$ cat src/rmi_pkg.sv
// Package for the register move instruction execution unit
package rmi_pkg;
   // ==========================================
   // Instruction word layout
   localparam int RMI_WORD_W     = 14;
   localparam int RMI_DATA_W     = 8;
   localparam int RMI_ADDR_W     = 7;
   localparam int RMI_FILE_DEPTH = 128;
   localparam int RMI_OPC_MSB    = 11;
   localparam int RMI_OPC_LSB    = 8;
   localparam int RMI_DEST_BIT   = 7;
   localparam int RMI_TOP_MSB    = 13;
   localparam int RMI_TOP_LSB    = 12;
   localparam int RMI_LIT_OPC_MSB = 11;
   localparam int RMI_LIT_OPC_LSB = 10;
   // ==========================================
   // Opcode encodings
   localparam logic [1:0] RMI_TOP_BYTE_OP = 2'h0;
   localparam logic [1:0] RMI_TOP_LIT_OP  = 2'h3;
   localparam logic [3:0] RMI_OPC_COPY    = 4'h8;
   localparam logic [3:0] RMI_OPC_STORE   = 4'h0;
   localparam logic [1:0] RMI_LIT_OPC_LD  = 2'h0;
   // ==========================================
   // Reset values
   localparam logic [7:0] RMI_ACC_RST  = 8'h00;
   localparam logic       RMI_ZERO_RST = 1'b0;

   // Four phases of one instruction cycle, Gray coded
   typedef enum logic [1:0]
   {
      RMI_PH_DECODE  = 2'b00,
      RMI_PH_READ    = 2'b01,
      RMI_PH_PROCESS = 2'b11,
      RMI_PH_WRITE   = 2'b10
   } rmi_phase_type;

   typedef enum logic [1:0]
   {
      RMI_OP_NONE  = 2'h0,
      RMI_OP_COPY  = 2'h1,
      RMI_OP_STORE = 2'h2,
      RMI_OP_LOAD  = 2'h3
   } rmi_op_type;

   // Write port into the file register memory
   typedef struct packed
   {
      logic       en;
      logic [6:0] addr;
      logic [7:0] data;
   } rmi_wr_type;
endpackage

$ cat src/rmi_file_mem.sv
// File register memory with registered read data
module rmi_file_mem #(
   parameter int DATA_W = 8,
   parameter int ADDR_W = 7,
   parameter int DEPTH  = 128
)(
   // Clock
   input  wire logic              clk_sys,
   // Read port
   input  wire logic [ADDR_W-1:0] rd_addr,
   output logic      [DATA_W-1:0] rd_data,
   // Write port
   input  wire logic              wr_en,
   input  wire logic [ADDR_W-1:0] wr_addr,
   input  wire logic [DATA_W-1:0] wr_data
);
   // ==========================================
   // Storage; contents are not reset, as in static RAM
   logic [DATA_W-1:0] mem_reg [DEPTH];

   always_ff @(posedge clk_sys)
   begin
      if (wr_en)
      begin
         mem_reg[wr_addr] <= wr_data;
      end
      rd_data <= mem_reg[rd_addr];
   end
endmodule

$ cat src/rmi_move_unit.sv
// Execution unit for the copy, store and literal load move instructions
module rmi_move_unit #(
   parameter int DATA_W = rmi_pkg::RMI_DATA_W,
   parameter int ADDR_W = rmi_pkg::RMI_ADDR_W,
   parameter int DEPTH  = rmi_pkg::RMI_FILE_DEPTH
)(
   // Clock and reset
   input  wire logic                           clk_sys,
   input  wire logic                           rst,
   // Instruction fetch
   input  wire logic                           instr_valid,
   input  wire logic [rmi_pkg::RMI_WORD_W-1:0] instr_word,
   // Instruction status
   output logic                                instr_ready,
   output logic                                instr_done,
   output logic                                instr_illegal,
   output rmi_pkg::rmi_phase_type              phase,
   // Core state
   output logic [7:0]                          acc_value,
   output logic                                zero_flag,
   // Destination write observation
   output rmi_pkg::rmi_wr_type                 file_wr
);
   import rmi_pkg::*;

   // ==========================================
   // Phase sequencer
   rmi_phase_type phase_reg, phase_next;
   rmi_op_type    op_reg, op_next;
   logic [RMI_WORD_W-1:0] word_reg, word_next;
   logic          busy_reg, busy_next;
   // Ready kept in its own flop so the port needs no inverter
   logic          rdy_reg;
   logic          done_reg, done_next;
   logic          ill_reg, ill_next;
   logic [7:0]    acc_reg, acc_next;
   logic          zero_reg, zero_next;
   logic [7:0]    res_reg, res_next;
   rmi_wr_type    wr_reg, wr_next;
   logic [7:0]    mem_rd;
   logic [ADDR_W-1:0] addr_now;
   rmi_op_type    op_dec;
   logic          dest_now;

   assign addr_now = word_reg[ADDR_W-1:0];
   assign dest_now = word_reg[RMI_DEST_BIT];

   // Decode of the incoming word
   always_comb
   begin
      op_dec = RMI_OP_NONE;
      if (instr_word[RMI_TOP_MSB:RMI_TOP_LSB] == RMI_TOP_BYTE_OP &&
          instr_word[RMI_OPC_MSB:RMI_OPC_LSB] == RMI_OPC_COPY)
      begin
         op_dec = RMI_OP_COPY;
      end
      else if (instr_word[RMI_TOP_MSB:RMI_TOP_LSB] == RMI_TOP_BYTE_OP &&
               instr_word[RMI_OPC_MSB:RMI_OPC_LSB] == RMI_OPC_STORE &&
               instr_word[RMI_DEST_BIT])
      begin
         op_dec = RMI_OP_STORE;
      end
      else if (instr_word[RMI_TOP_MSB:RMI_TOP_LSB] == RMI_TOP_LIT_OP &&
               instr_word[RMI_LIT_OPC_MSB:RMI_LIT_OPC_LSB] == RMI_LIT_OPC_LD)
      begin
         op_dec = RMI_OP_LOAD;
      end
   end

   always_comb
   begin
      phase_next = phase_reg;
      op_next    = op_reg;
      word_next  = word_reg;
      busy_next  = busy_reg;
      done_next  = 1'b0;
      ill_next   = 1'b0;
      acc_next   = acc_reg;
      zero_next  = zero_reg;
      res_next   = res_reg;
      wr_next    = '0;
      case (phase_reg)
         RMI_PH_DECODE:
         begin
            // Words outside the move group are flagged and dropped
            if (instr_valid)
            begin
               word_next = instr_word;
               op_next   = op_dec;
               if (op_dec == RMI_OP_NONE)
               begin
                  ill_next = 1'b1;
               end
               else
               begin
                  busy_next  = 1'b1;
                  phase_next = RMI_PH_READ;
               end
            end
         end
         RMI_PH_READ:
         begin
            // Memory read data arrives one edge after the address
            phase_next = RMI_PH_PROCESS;
         end
         RMI_PH_PROCESS:
         begin
            case (op_reg)
               RMI_OP_COPY:  res_next = mem_rd;
               RMI_OP_STORE: res_next = acc_reg;
               RMI_OP_LOAD:  res_next = word_reg[DATA_W-1:0];
               default:      res_next = res_reg;
            endcase
            phase_next = RMI_PH_WRITE;
         end
         RMI_PH_WRITE:
         begin
            case (op_reg)
               RMI_OP_COPY:
               begin
                  if (dest_now)
                  begin
                     wr_next.en   = 1'b1;
                     wr_next.addr = addr_now;
                     wr_next.data = res_reg;
                  end
                  else
                  begin
                     acc_next = res_reg;
                  end
                  zero_next = (res_reg == 8'h00);
               end
               RMI_OP_STORE:
               begin
                  // Flags left as they were
                  wr_next.en   = 1'b1;
                  wr_next.addr = addr_now;
                  wr_next.data = res_reg;
               end
               RMI_OP_LOAD:
               begin
                  acc_next = res_reg;
               end
               default:
               begin
                  acc_next = acc_reg;
               end
            endcase
            done_next  = 1'b1;
            busy_next  = 1'b0;
            phase_next = RMI_PH_DECODE;
         end
         default:
         begin
            phase_next = RMI_PH_DECODE;
            busy_next  = 1'b0;
         end
      endcase
   end

   always_ff @(posedge clk_sys)
   begin
      if (rst)
      begin
         phase_reg <= RMI_PH_DECODE;
         op_reg    <= RMI_OP_NONE;
         word_reg  <= '0;
         busy_reg  <= 1'b0;
         rdy_reg   <= 1'b1;
         done_reg  <= 1'b0;
         ill_reg   <= 1'b0;
         acc_reg   <= RMI_ACC_RST;
         zero_reg  <= RMI_ZERO_RST;
         res_reg   <= 8'h00;
         wr_reg    <= '0;
      end
      else
      begin
         phase_reg <= phase_next;
         op_reg    <= op_next;
         word_reg  <= word_next;
         busy_reg  <= busy_next;
         rdy_reg   <= ~busy_next;
         done_reg  <= done_next;
         ill_reg   <= ill_next;
         acc_reg   <= acc_next;
         zero_reg  <= zero_next;
         res_reg   <= res_next;
         wr_reg    <= wr_next;
      end
   end

   // ==========================================
   // File register memory
   rmi_file_mem #(
      .DATA_W (DATA_W),
      .ADDR_W (ADDR_W),
      .DEPTH  (DEPTH)
   ) u_mem (
      .clk_sys (clk_sys),
      .rd_addr (addr_now),
      .rd_data (mem_rd),
      .wr_en   (wr_next.en),
      .wr_addr (wr_next.addr),
      .wr_data (wr_next.data)
   );

   // ==========================================
   // Outputs, all registered
   assign instr_ready   = rdy_reg;
   assign instr_done    = done_reg;
   assign instr_illegal = ill_reg;
   assign phase         = phase_reg;
   assign acc_value     = acc_reg;
   assign zero_flag     = zero_reg;
   assign file_wr       = wr_reg;
endmodule

$ cat config.mk
export PLATFORM = sky130hd
export DESIGN_NAME = rmi_move_unit
export DESIGN_NICKNAME = d
export VERILOG_FILES = /design/src/rmi_pkg.sv /design/src/rmi_file_mem.sv /design/src/rmi_move_unit.sv
export SDC_FILE = /design/constraint.sdc
export NUM_CORES = 1
export LEC_CHECK = 0
export CORE_MARGIN = 2
export CORE_UTILIZATION = 50
export CTS_CLUSTER_SIZE = 40
export DETAILED_ROUTE_END_ITERATION = 8
export DONT_BUFFER_PORTS = 1
export SLEW_MARGIN = 10
export SYNTH_ARGS = -nofsm -noshare
export SYNTH_HDL_FRONTEND = slang
export SYNTH_SLANG_ARGS = --single-unit
$ cat constraint.sdc
create_clock -name clk_sys -period 7.7 [get_ports clk_sys]
set_clock_uncertainty 0.05 [all_clocks]
set_input_delay 0.77 -clock clk_sys [delete_from_list [all_inputs] [get_ports clk_sys]]
set_output_delay 0.77 -clock clk_sys [all_outputs]
set_load 0.03 [all_outputs]
==> flow_summary.toml, run 1 <==
[cells_and_area]
drive_above_1_share_pct = 28.1
nets = 1891
area_delta_synth_final_pct = 11.8
largest_reg_flops = 1024

[worst_setup_path]
cpPeakStageDelay_ns = 0.98
cpMostUsedCell = "buf_4"
arrival_ns = 4.36
r2r-start = "phase[1]"
slowest_stage = "nor2_1"
crit_fanout = 34
cp.required_ns = 7.94
crit_path_end = "u_mem.mem_reg[53][5]"
reg2regPathDepth = 6
critical_path.startpoint_type = "flip-flop"
startpoint = "phase[1]"
critical_path.cell_chain = "nor2b_1 > and3b_1 > buf_4 > nand3_1 > buf_4 > nor2_1"
r2r_end = "u_mem.mem_reg[53][5]"
setup.worst_path.end_class = "flip-flop"
r2r_setup_slack_ns = 3.58
critPathKind = "flip-flop to flip-flop"

[power_and_ir_drop]
power_leakage_nw = 11.1
vdd_drop_max_mv = 0.151
p_per_area_nw_per_um2 = 256

[synth]
syn_nets = 1855
yosysUniqueCellTypes = 37
synth_edf_count = 1024
netlist_area_um2 = 41500
async_flop_share_pct = 0
ys_warn_count = 0
ys_ff_latch = 1081
yosysSeqAreaShare_pct = 76.8
syn_area_per_cell_um2 = 22.6
synth_cells = 1834
synth_flop_cell = "edfxtp_1"

[clock_tree]
clk_pin_slew_ns = 0.06
clockBufferDepth = 3
h-tree-depth = 3
ctsResizeCount = 0
cts_sinks = 1081
cts_root_buf = "clkbuf_16"
cts_setup_buffers = 0
cts_tree = "done"
cts_buffers = 108
clk_latency_ns = 0.68
holdBufCountCts = 0

[timing]
setup_tns_ns = 0
rsz0062_at_grt = "false"
max_slew_margin_pct = 14.7
tightest_slew_ns = 1.27
finalWorstSetupSlack_ns = 3.58
fmax_mhz = 242
min_period_ns = 4.12
final.period_utilization_pct = 53.6
setup-violations-final = 0
hold_violations = 0
drv_slew = 0

[worst_hold_path]
min-delay-path-class = "input pin to flip-flop"

[placement]
place_congestion = 0.817
portBuffers = 0
hpwl_um = 54300
pre_cts_ws_ns = 3.66

[drt]
drc = 0
post_drt_via_cell_ratio = 6.18
wl_um = 92500
drt_iter0_markers = 1844
postRouteAntennaNets = 0
vias = 18700
post_drt_wl_per_cell_um = 30.5
drtPass1Iterations = 5

[floorplan]
io_pins = 47
chipWidth_um = 292
fp.dieArea_um2 = 85300
start_util_pct = 50.6
die_y_um = 292
coreArea_um2 = 82100
row_count = 105

[grt]
grt_start_max_net_pins = 140
grt_pass1_vias = 19000
grt_overflow_total = 0
grt_pass1_wl_um = 134000
grt_usage_pct = 22.0
antenna_found_initial = 2

[run_status]
outcome = "complete, no violations"

[job]
cap_violations = 0
[routing by layer]
layer	vias to the layer above	share of wire, %	track usage [%]
li1	7793	-	-
met1	10100	42	31.7
met2	706	47	33.7
met3	134	8.1	5.21
met4	0	2.5	6.71
met5	-	0	0
[stage by stage]
stage | instance area [µm²] | hold slack (ns) | util, % | instances | power (mW)
floorplan | 41500 | 0.394 | - | 1834 | 6.64
global placement | 42700 | 0.412 | 52.0 | 2828 | 6.69
detailed placement | 42700 | 0.412 | 52.0 | 2828 | 6.69
CTS | 46300 | 0.0828 | 56.4 | 3029 | 12.0
global route | 46400 | 0.0969 | 56.5 | 3031 | 12.2
finish | 46400 | 0.115 | 56.5 | 3033 | 11.9
[kinds of logic after synthesis]
family                     share of synthesized area (%)
adders and majority gates                          0.121
muxes                                               18.6
AOI/OAI and AO/OA                                  0.615
buffers and inverters                               1.10
DFF                                                 76.8
and+or+nand+nor                                     2.69
[layout by cell type (no fill, tap or decap), types with 3 or more instances in the layout]
cell,count
nand3b_1,4
dfxtp_1,53
edfxtp_1,1024
mux2i_1,8
dfxtp_4,4
a21oi_1,13
a311oi_1,8
inv_1,4
mux4_2,336
clkbuf_16,114
nand3_1,15
and2_4,8
nor2b_1,11
buf_12,3
clkbuf_8,7
clkbuf_1,17
inv_6,4
clkinv_4,3
nor2_1,151
ha_1,4
nor4_1,3
clkinv_1,19
clkinv_2,18
and2_1,16
a22oi_1,8
nand2_1,29
bufinv_16,12
nand4_1,6
clkinvlp_4,5
buf_4,25
mux2_2,8
[power breakdown]
| part | switching, mW | leakage (nW) | internal, mW |
|---|---|---|---|
| registers | 0.0263 | 7.51 | 6.33 |
| logic | 0.109 | 1.78 | 0.0870 |
| clock network | 2.18 | 1.79 | 3.16 |
[worst max-delay path: cells and delay by family, from the launching register on]
family / cells / cell delay (ns)
simple gates: 4 / 2.29
flops: 1 / 0.58
buf+inv: 2 / 0.80
[cells in the mapped netlist (4+ instances only)]
cell type  number  share of area [%]
mux2_2          8               0.22
mux2i_1         8               0.19
buf_1          18               0.16
nand3_1        15               0.18
inv_1           4              0.036
a22oi_1         8               0.14
and2_1         24               0.36
buf_2          21               0.25
dfxtp_1        57                2.7
nor2b_1        11               0.17
nand2_1        29               0.26
mux4_2        336                 18
a21oi_1        13               0.16
clkbuf_1       61               0.55
nand4_1         6              0.090
ha_1            4               0.12
nand3b_1        4              0.072
a311oi_1        8               0.17
nor2_1        151                1.4
edfxtp_1     1024                 74
[final cells by class]
class	instances	area (µm²)
clock inverters	62	637
multi-input cells	645	9180
well taps	1070	1340
diodes	2	5.00
repair buffers	30	303
inverters	4	15.0
flip-flops and latches	1081	31900
fillers	5879	35700
clock buffers	139	3020
[how the worst min path moves through the flow]
stage | startpoint | end | slack [ns] | cells after the start
after floorplan | u_mem.rd_data[2] | res_reg[2] | 0.39 | 2
after global placement | u_mem.rd_data[6] | res_reg[6] | 0.41 | 2
after detailed placement | u_mem.rd_data[7] | res_reg[7] | 0.41 | 2
after CTS | rst | phase[1] | 0.08 | 1
after global routing | rst | word_reg[1] | 0.1 | 1
final | rst | phase[1] | 0.12 | 1
No activity file was read; power rests on OpenSTA's default activity.
==> inputs of run 2 (changes only) <==
- clock period: 7.7 -> 4.29 ns (I/O delays scaled with it)
==> run 2 against run 1 <==
Net effect:
- sequential cell count did not move
- worst setup slack worse by 2.7 ns
- cell count grew 5.3%
- combinational power up 100%
- cell area grew 3.2%
- sequential share of layout area decreased by 2.1 points
- critical path depth unchanged
- largest cell class unchanged
==> flow_summary.toml, run 2 (synthesis results as in run 1) <==
[run_status]
outcome = "complete, no violations"

[worst_setup_path]
critical_path.cell_chain = "nor2b_1 > and3b_1 > buf_4 > nand4_1 > nor2_1 > buf_4"
setup.worst_path.end_class = "flip-flop"
path_buf_inv = 2
critical_path.startpoint_type = "flip-flop"
crit_fanout = 34
slowest_stage = "nor2_1"
cpMostUsedCell = "buf_4"
critPathKind = "flip-flop to flip-flop"
crit_family = "simple AND/OR/NAND/NOR gates"
cp.required_ns = 4.62
arrival_ns = 3.74
cpPeakStageDelay_ns = 0.72

[grt]
antenna_found_initial = 3
grt_pass1_vias = 19800
grt_start_max_net_pins = 129
grt_usage_pct = 22.8
grt_overflow_total = 0
grt_pass1_wl_um = 140000

[floorplan]
chipWidth_um = 292
start_util_pct = 50.6
row_count = 105
coreArea_um2 = 82100
fp.dieArea_um2 = 85300
io_pins = 47
die_y_um = 292

[clock_tree]
clk_pin_slew_ns = 0.06
cts_buffers = 107
clockBufferDepth = 3
ctsResizeCount = 0
cts_setup_buffers = 0
cts_sinks = 1081
cts_root_buf = "clkbuf_16"
clk_latency_ns = 0.66
cts_tree = "done"
h-tree-depth = 3

[worst_hold_path]
min-delay-path-class = "input pin to flip-flop"

[job]
cap_violations = 0

[timing]
setup-violations-final = 0
tightest_slew_ns = 1.08
fmax_mhz = 293
min_period_ns = 3.41
setup_tns_ns = 0
hold_violations = 0
rsz0062_at_grt = "false"
holdWs_ns = 0.0422
final.period_utilization_pct = 79.6
finalWorstSetupSlack_ns = 0.876
drv_slew = 0
max_slew_margin_pct = 28.1

[placement]
placed_cell_area_um2 = 44100
hpwl_um = 58700
pre_cts_ws_ns = 0.986
portBuffers = 0
dp_cells = 2978
place_congestion = 0.822

[power_and_ir_drop]
switching_share_pct = 19.4
p_comb_share_pct = 1.8
seqPwrFrac_pct = 53.3
vdd_drop_max_mv = 0.287
intPower_mw = 17.3
power_leakage_nw = 12.0
switching_power_mw = 4.15
p_per_area_nw_per_um2 = 447
p_total_mw = 21.4
p_clk_share_pct = 44.8

[drt]
post_drt_via_cell_ratio = 6.14
postRouteAntennaNets = 0
wl_um = 95600
post_drt_wl_per_cell_um = 29.9
drtPass1Iterations = 5
drt_iter0_markers = 2203
vias = 19600
drc = 0

[cells_and_area]
largest_reg_flops = 1024
fin_util_pct = 58.3
nets = 2054
area_delta_synth_final_pct = 15.3
instances_no_fill = 3195
final_common_cell = "edfxtp_1"
final_cell_mix = "edfxtp_1, mux4_2, buf_4, nor2_1, clkbuf_16"
design_area_um2 = 47900
drive_above_1_share_pct = 32.6
run 2: cell types whose count changed in the layout (fill, tap and decap cells not counted), moves of 3 or more:
cell / delta
clkinv_4: -3
clkbuf_16: -3
bufinv_16: +4
clkinvlp_4: +4
clkbuf_1: +5
buf_12: +20
clkbuf_8: -6
dlygate4sd3_1: +15
buf_4: +131
inv_6: -4
run 2: power by group through the flow:
stage | clock (mW) | sequential (mW) | combinational [mW]
after floorplan | 0 | 11.6 | 0.321
after global placement | 0 | 11.6 | 0.388
after detailed placement | 0 | 11.6 | 0.388
after CTS | 9.76 | 11.4 | 0.407
after global routing | 10.2 | 11.4 | 0.425
final | 9.61 | 11.4 | 0.396
run 2: worst min-delay path: stages:
cell and delay [ns]:
a21oi_1 0.09, or3_1 0.11, a21oi_1 0.07
run 2: timing repair:
| item | CTS | global route |
|---|---|---|
| hold buffers | 16 | 0 |
| endpoints found under the hold margin | 34 | 0 |
| setup endpoints to repair | 0 | 0 |
run 2: layer usage:
metal | up-vias | routed length, µm | GRT usage [%]
met5 | - | 0 | 0
met4 | 0 | 1680 | 4.75
met3 | 127 | 7410 | 4.77
met2 | 775 | 45400 | 35.3
met1 | 10600 | 41100 | 34.1
li1 | 8121 | - | -
run 2: path summary, 6_finish.rpt:
path	start	end	slack (ns)	cells after the start
worst max-delay path	phase[1]	u_mem.mem_reg[124][3]	0.88	6
worst min-delay path	instr_word[11]	op_reg[0]	0.04	3
worst max register to register	phase[1]	u_mem.mem_reg[124][3]	0.88	6
worst min register to register	u_mem.rd_data[0]	res_reg[0]	0.46	2
run 2: area by class of cell:
type / count / area [µm²]
inverters: 4 / 15.0
multi-input cells: 645 / 9180
well taps: 1070 / 1340
diodes: 1 / 2.50
flip-flops and latches: 1081 / 31900
clock buffers: 134 / 2870
fillers: 5882 / 34200
repair buffers: 194 / 1780
clock inverters: 66 / 776
==> inputs of run 3 (changes only) <==
- ABC_AREA: not set -> 1
- PLACE_DENSITY: not set -> 0.68
- clock period: 4.29 -> 3 ns (I/O delays scaled with it)
==> run 3 against run 2 <==
Net effect:
- worst hold slack gained 0.058 ns
- synthesized cell count grew 110%
- die area grew 5.4%
- clock power grew 37%
- via count grew 48%
- maximum frequency grew 16%
- sequential power grew 44%
- sequential cell count is the same
- sequential share of layout area shrank 2.6 points
- largest cell class unchanged
==> flow_summary.toml, run 3 <==
[worst_setup_path]
r2r_setup_slack_ns = 0.05
reg2regPathDepth = 11
r2r_end = "u_mem.mem_reg[41][7]"
startpoint = "op_reg[1]"
arrival_ns = 3.29
cpMostUsedCell = "nand2_1"
critical_path.cell_chain = "inv_1 > ha_1 > nand2_1 > nand2_1 > nand3_2 > inv_2 > nand2_1 > nor2_1 > nand2_1 > nor2_1 > buf_4"
critPathKind = "flip-flop to flip-flop"
crit_path_end = "u_mem.mem_reg[41][7]"
critical_path.startpoint_type = "flip-flop"
cp.required_ns = 3.34
cpPeakStageDelay_ns = 0.41
r2r-start = "op_reg[1]"
crit_fanout = 8
slowest_stage = "nand2_1"
setup.worst_path.end_class = "flip-flop"

[clock_tree]
clockBufferDepth = 3
h-tree-depth = 3
clk_latency_ns = 0.69
clk_pin_slew_ns = 0.07
cts_root_buf = "clkbuf_16"
cts_tree = "done"
cts_buffers = 104
cts_sinks = 1081

[grt]
grt_pass1_vias = 27900
antenna_found_initial = 0
grt_start_max_net_pins = 111
grt_usage_pct = 24.6
grt_overflow_total = 0
grt_pass1_wl_um = 168000

[floorplan]
coreArea_um2 = 86800
chipWidth_um = 300
row_count = 108
die_y_um = 300
io_pins = 47
fp.dieArea_um2 = 89900
start_util_pct = 50.5

[drt]
post_drt_wl_per_cell_um = 21.6
drt_iter0_markers = 3637
drc = 0
wl_um = 111000
post_drt_via_cell_ratio = 5.67
postRouteAntennaNets = 0
drtPass1Iterations = 9
vias = 29100

[synth]
netlist_area_um2 = 43800
yosysUniqueCellTypes = 26
async_flop_share_pct = 0
syn_area_per_cell_um2 = 11.5
ys_warn_count = 0
synth_common_cells = "nand2_1, edfxtp_1, nand3_1"
synth_top_area_share_pct = 70.2
synth_flop_cell = "edfxtp_1"
ys_top_cells_by_area = "edfxtp_1, nand3_1, nand2_1"
synth_top_area_cell = "edfxtp_1"
yosysSeqAreaShare_pct = 72.8
synth_cells = 3793
yosysMostFrequentCell = "nand2_1"
ys_ff_latch = 1081
syn_nets = 3814
synth_edf_count = 1024

[power_and_ir_drop]
power_leakage_nw = 17.3
p_total_mw = 31.8
vdd_drop_max_mv = 0.502
p_per_area_nw_per_um2 = 639

[placement]
portBuffers = 0
place_congestion = 0.890
hpwl_um = 64800
placed_cell_area_um2 = 46200
dp_cells = 4925

[timing]
fmax_mhz = 339
drv_slew = 0
min_period_ns = 2.95
max_slew_margin_pct = 39.1
hold_violations = 0
setup-violations-final = 0
final.period_utilization_pct = 98.3
rsz0062_at_grt = "true"
setup_tns_ns = 0
tightest_slew_ns = 0.910

[cells_and_area]
drive_above_1_share_pct = 10.2
final_cell_mix = "nand2_1, edfxtp_1, nand3_1, buf_4, nor2_1"
largest_reg_flops = 1024
nets = 3914
n_fill_cell = 6966
area_delta_synth_final_pct = 13.7
design_area_um2 = 49800
final_common_cell = "nand2_1"
n_antenna_cell = 0
instances_no_fill = 5132

[run_status]
outcome = "complete, no violations"

[worst_hold_path]
min-delay-path-class = "input pin to flip-flop"

[job]
cap_violations = 0
==> run 3: worst min path at each step <==
stage | start | end | slack, ns | cells past startpoint
floorplan | word_reg[7] | word_reg[7] | 0.39 | 2
global placement | rst | zero_flag | 0.32 | 1
detailed placement | rst | zero_flag | 0.33 | 1
CTS | instr_word[5] | word_reg[5] | 0.01 | 2
global route | instr_word[5] | word_reg[5] | 0.03 | 2
finish | instr_word[5] | word_reg[5] | 0.10 | 2
==> run 3: cells by family after synthesis <==
logic type                 share of synthesized area [%]
adders and majority gates                          0.114
and+or+nand+nor                                     22.9
buffers and inverters                               3.28
AOI/OAI and AO/OA                                  0.829
DFF                                                 72.8
==> run 3: routing by layer <==
| metal | vias up | track usage, % | share of wire [%] |
|---|---|---|---|
| met2 | 1445 | 39.3 | 47 |
| met3 | 179 | 4.26 | 9.3 |
| met4 | 0 | 7.37 | 2.5 |
| met1 | 14000 | 34.9 | 41 |
| li1 | 13500 | - | - |
| met5 | - | 0 | 0 |
==> run 3: area by class of cell <==
cell class / instances / area, µm² / share of cell area (%)
Clock buffer: 118 / 2690 / 5.39
Tap cell: 1155 / 1450 / 2.90
Inverter: 50 / 205 / 0.412
Sequential cell: 1081 / 31900 / 64.1
Clock inverter: 72 / 757 / 1.52
Timing Repair Buffer: 237 / 2280 / 4.59
Multi-Input combinational cell: 2419 / 10500 / 21.1
==> run 3: report_power, final <==
part | total (mW) | leakage [nW] | switching, mW | internal, mW
Sequential | 16.4 | 7.52 | 0.0742 | 16.3
Combinational | 2.27 | 8.07 | 1.61 | 0.666
Clock | 13.2 | 1.66 | 5.61 | 7.57
==> run 3: what timing repair did <==
action	in CTS	in global routing
setup buffers	0	0
gates resized for setup	0	2
endpoints found under the setup margin	0	179
hold buffers	17	0
endpoints found under the hold margin	33	0
==> run 3: metrics by stage <==
stage | hold slack [ns] | worst slack (ns) | util, %
after floorplan | 0.394 | -0.557 | -
after global routing | 0.0278 | -0.157 | 57.4
after CTS | 0.0146 | 0.111 | 57.4
after detailed placement | 0.326 | 0.125 | 53.2
after global placement | 0.323 | 0.234 | 53.2
final | 0.101 | 0.0514 | 57.4
==> run 3: critical path: cells and delay by family (launching register included) <==
kind	cells	cell delay (ns)
flops	1	0.34
simple gates	7	1.59
fa+ha+maj	1	0.20
buf+inv	3	0.46
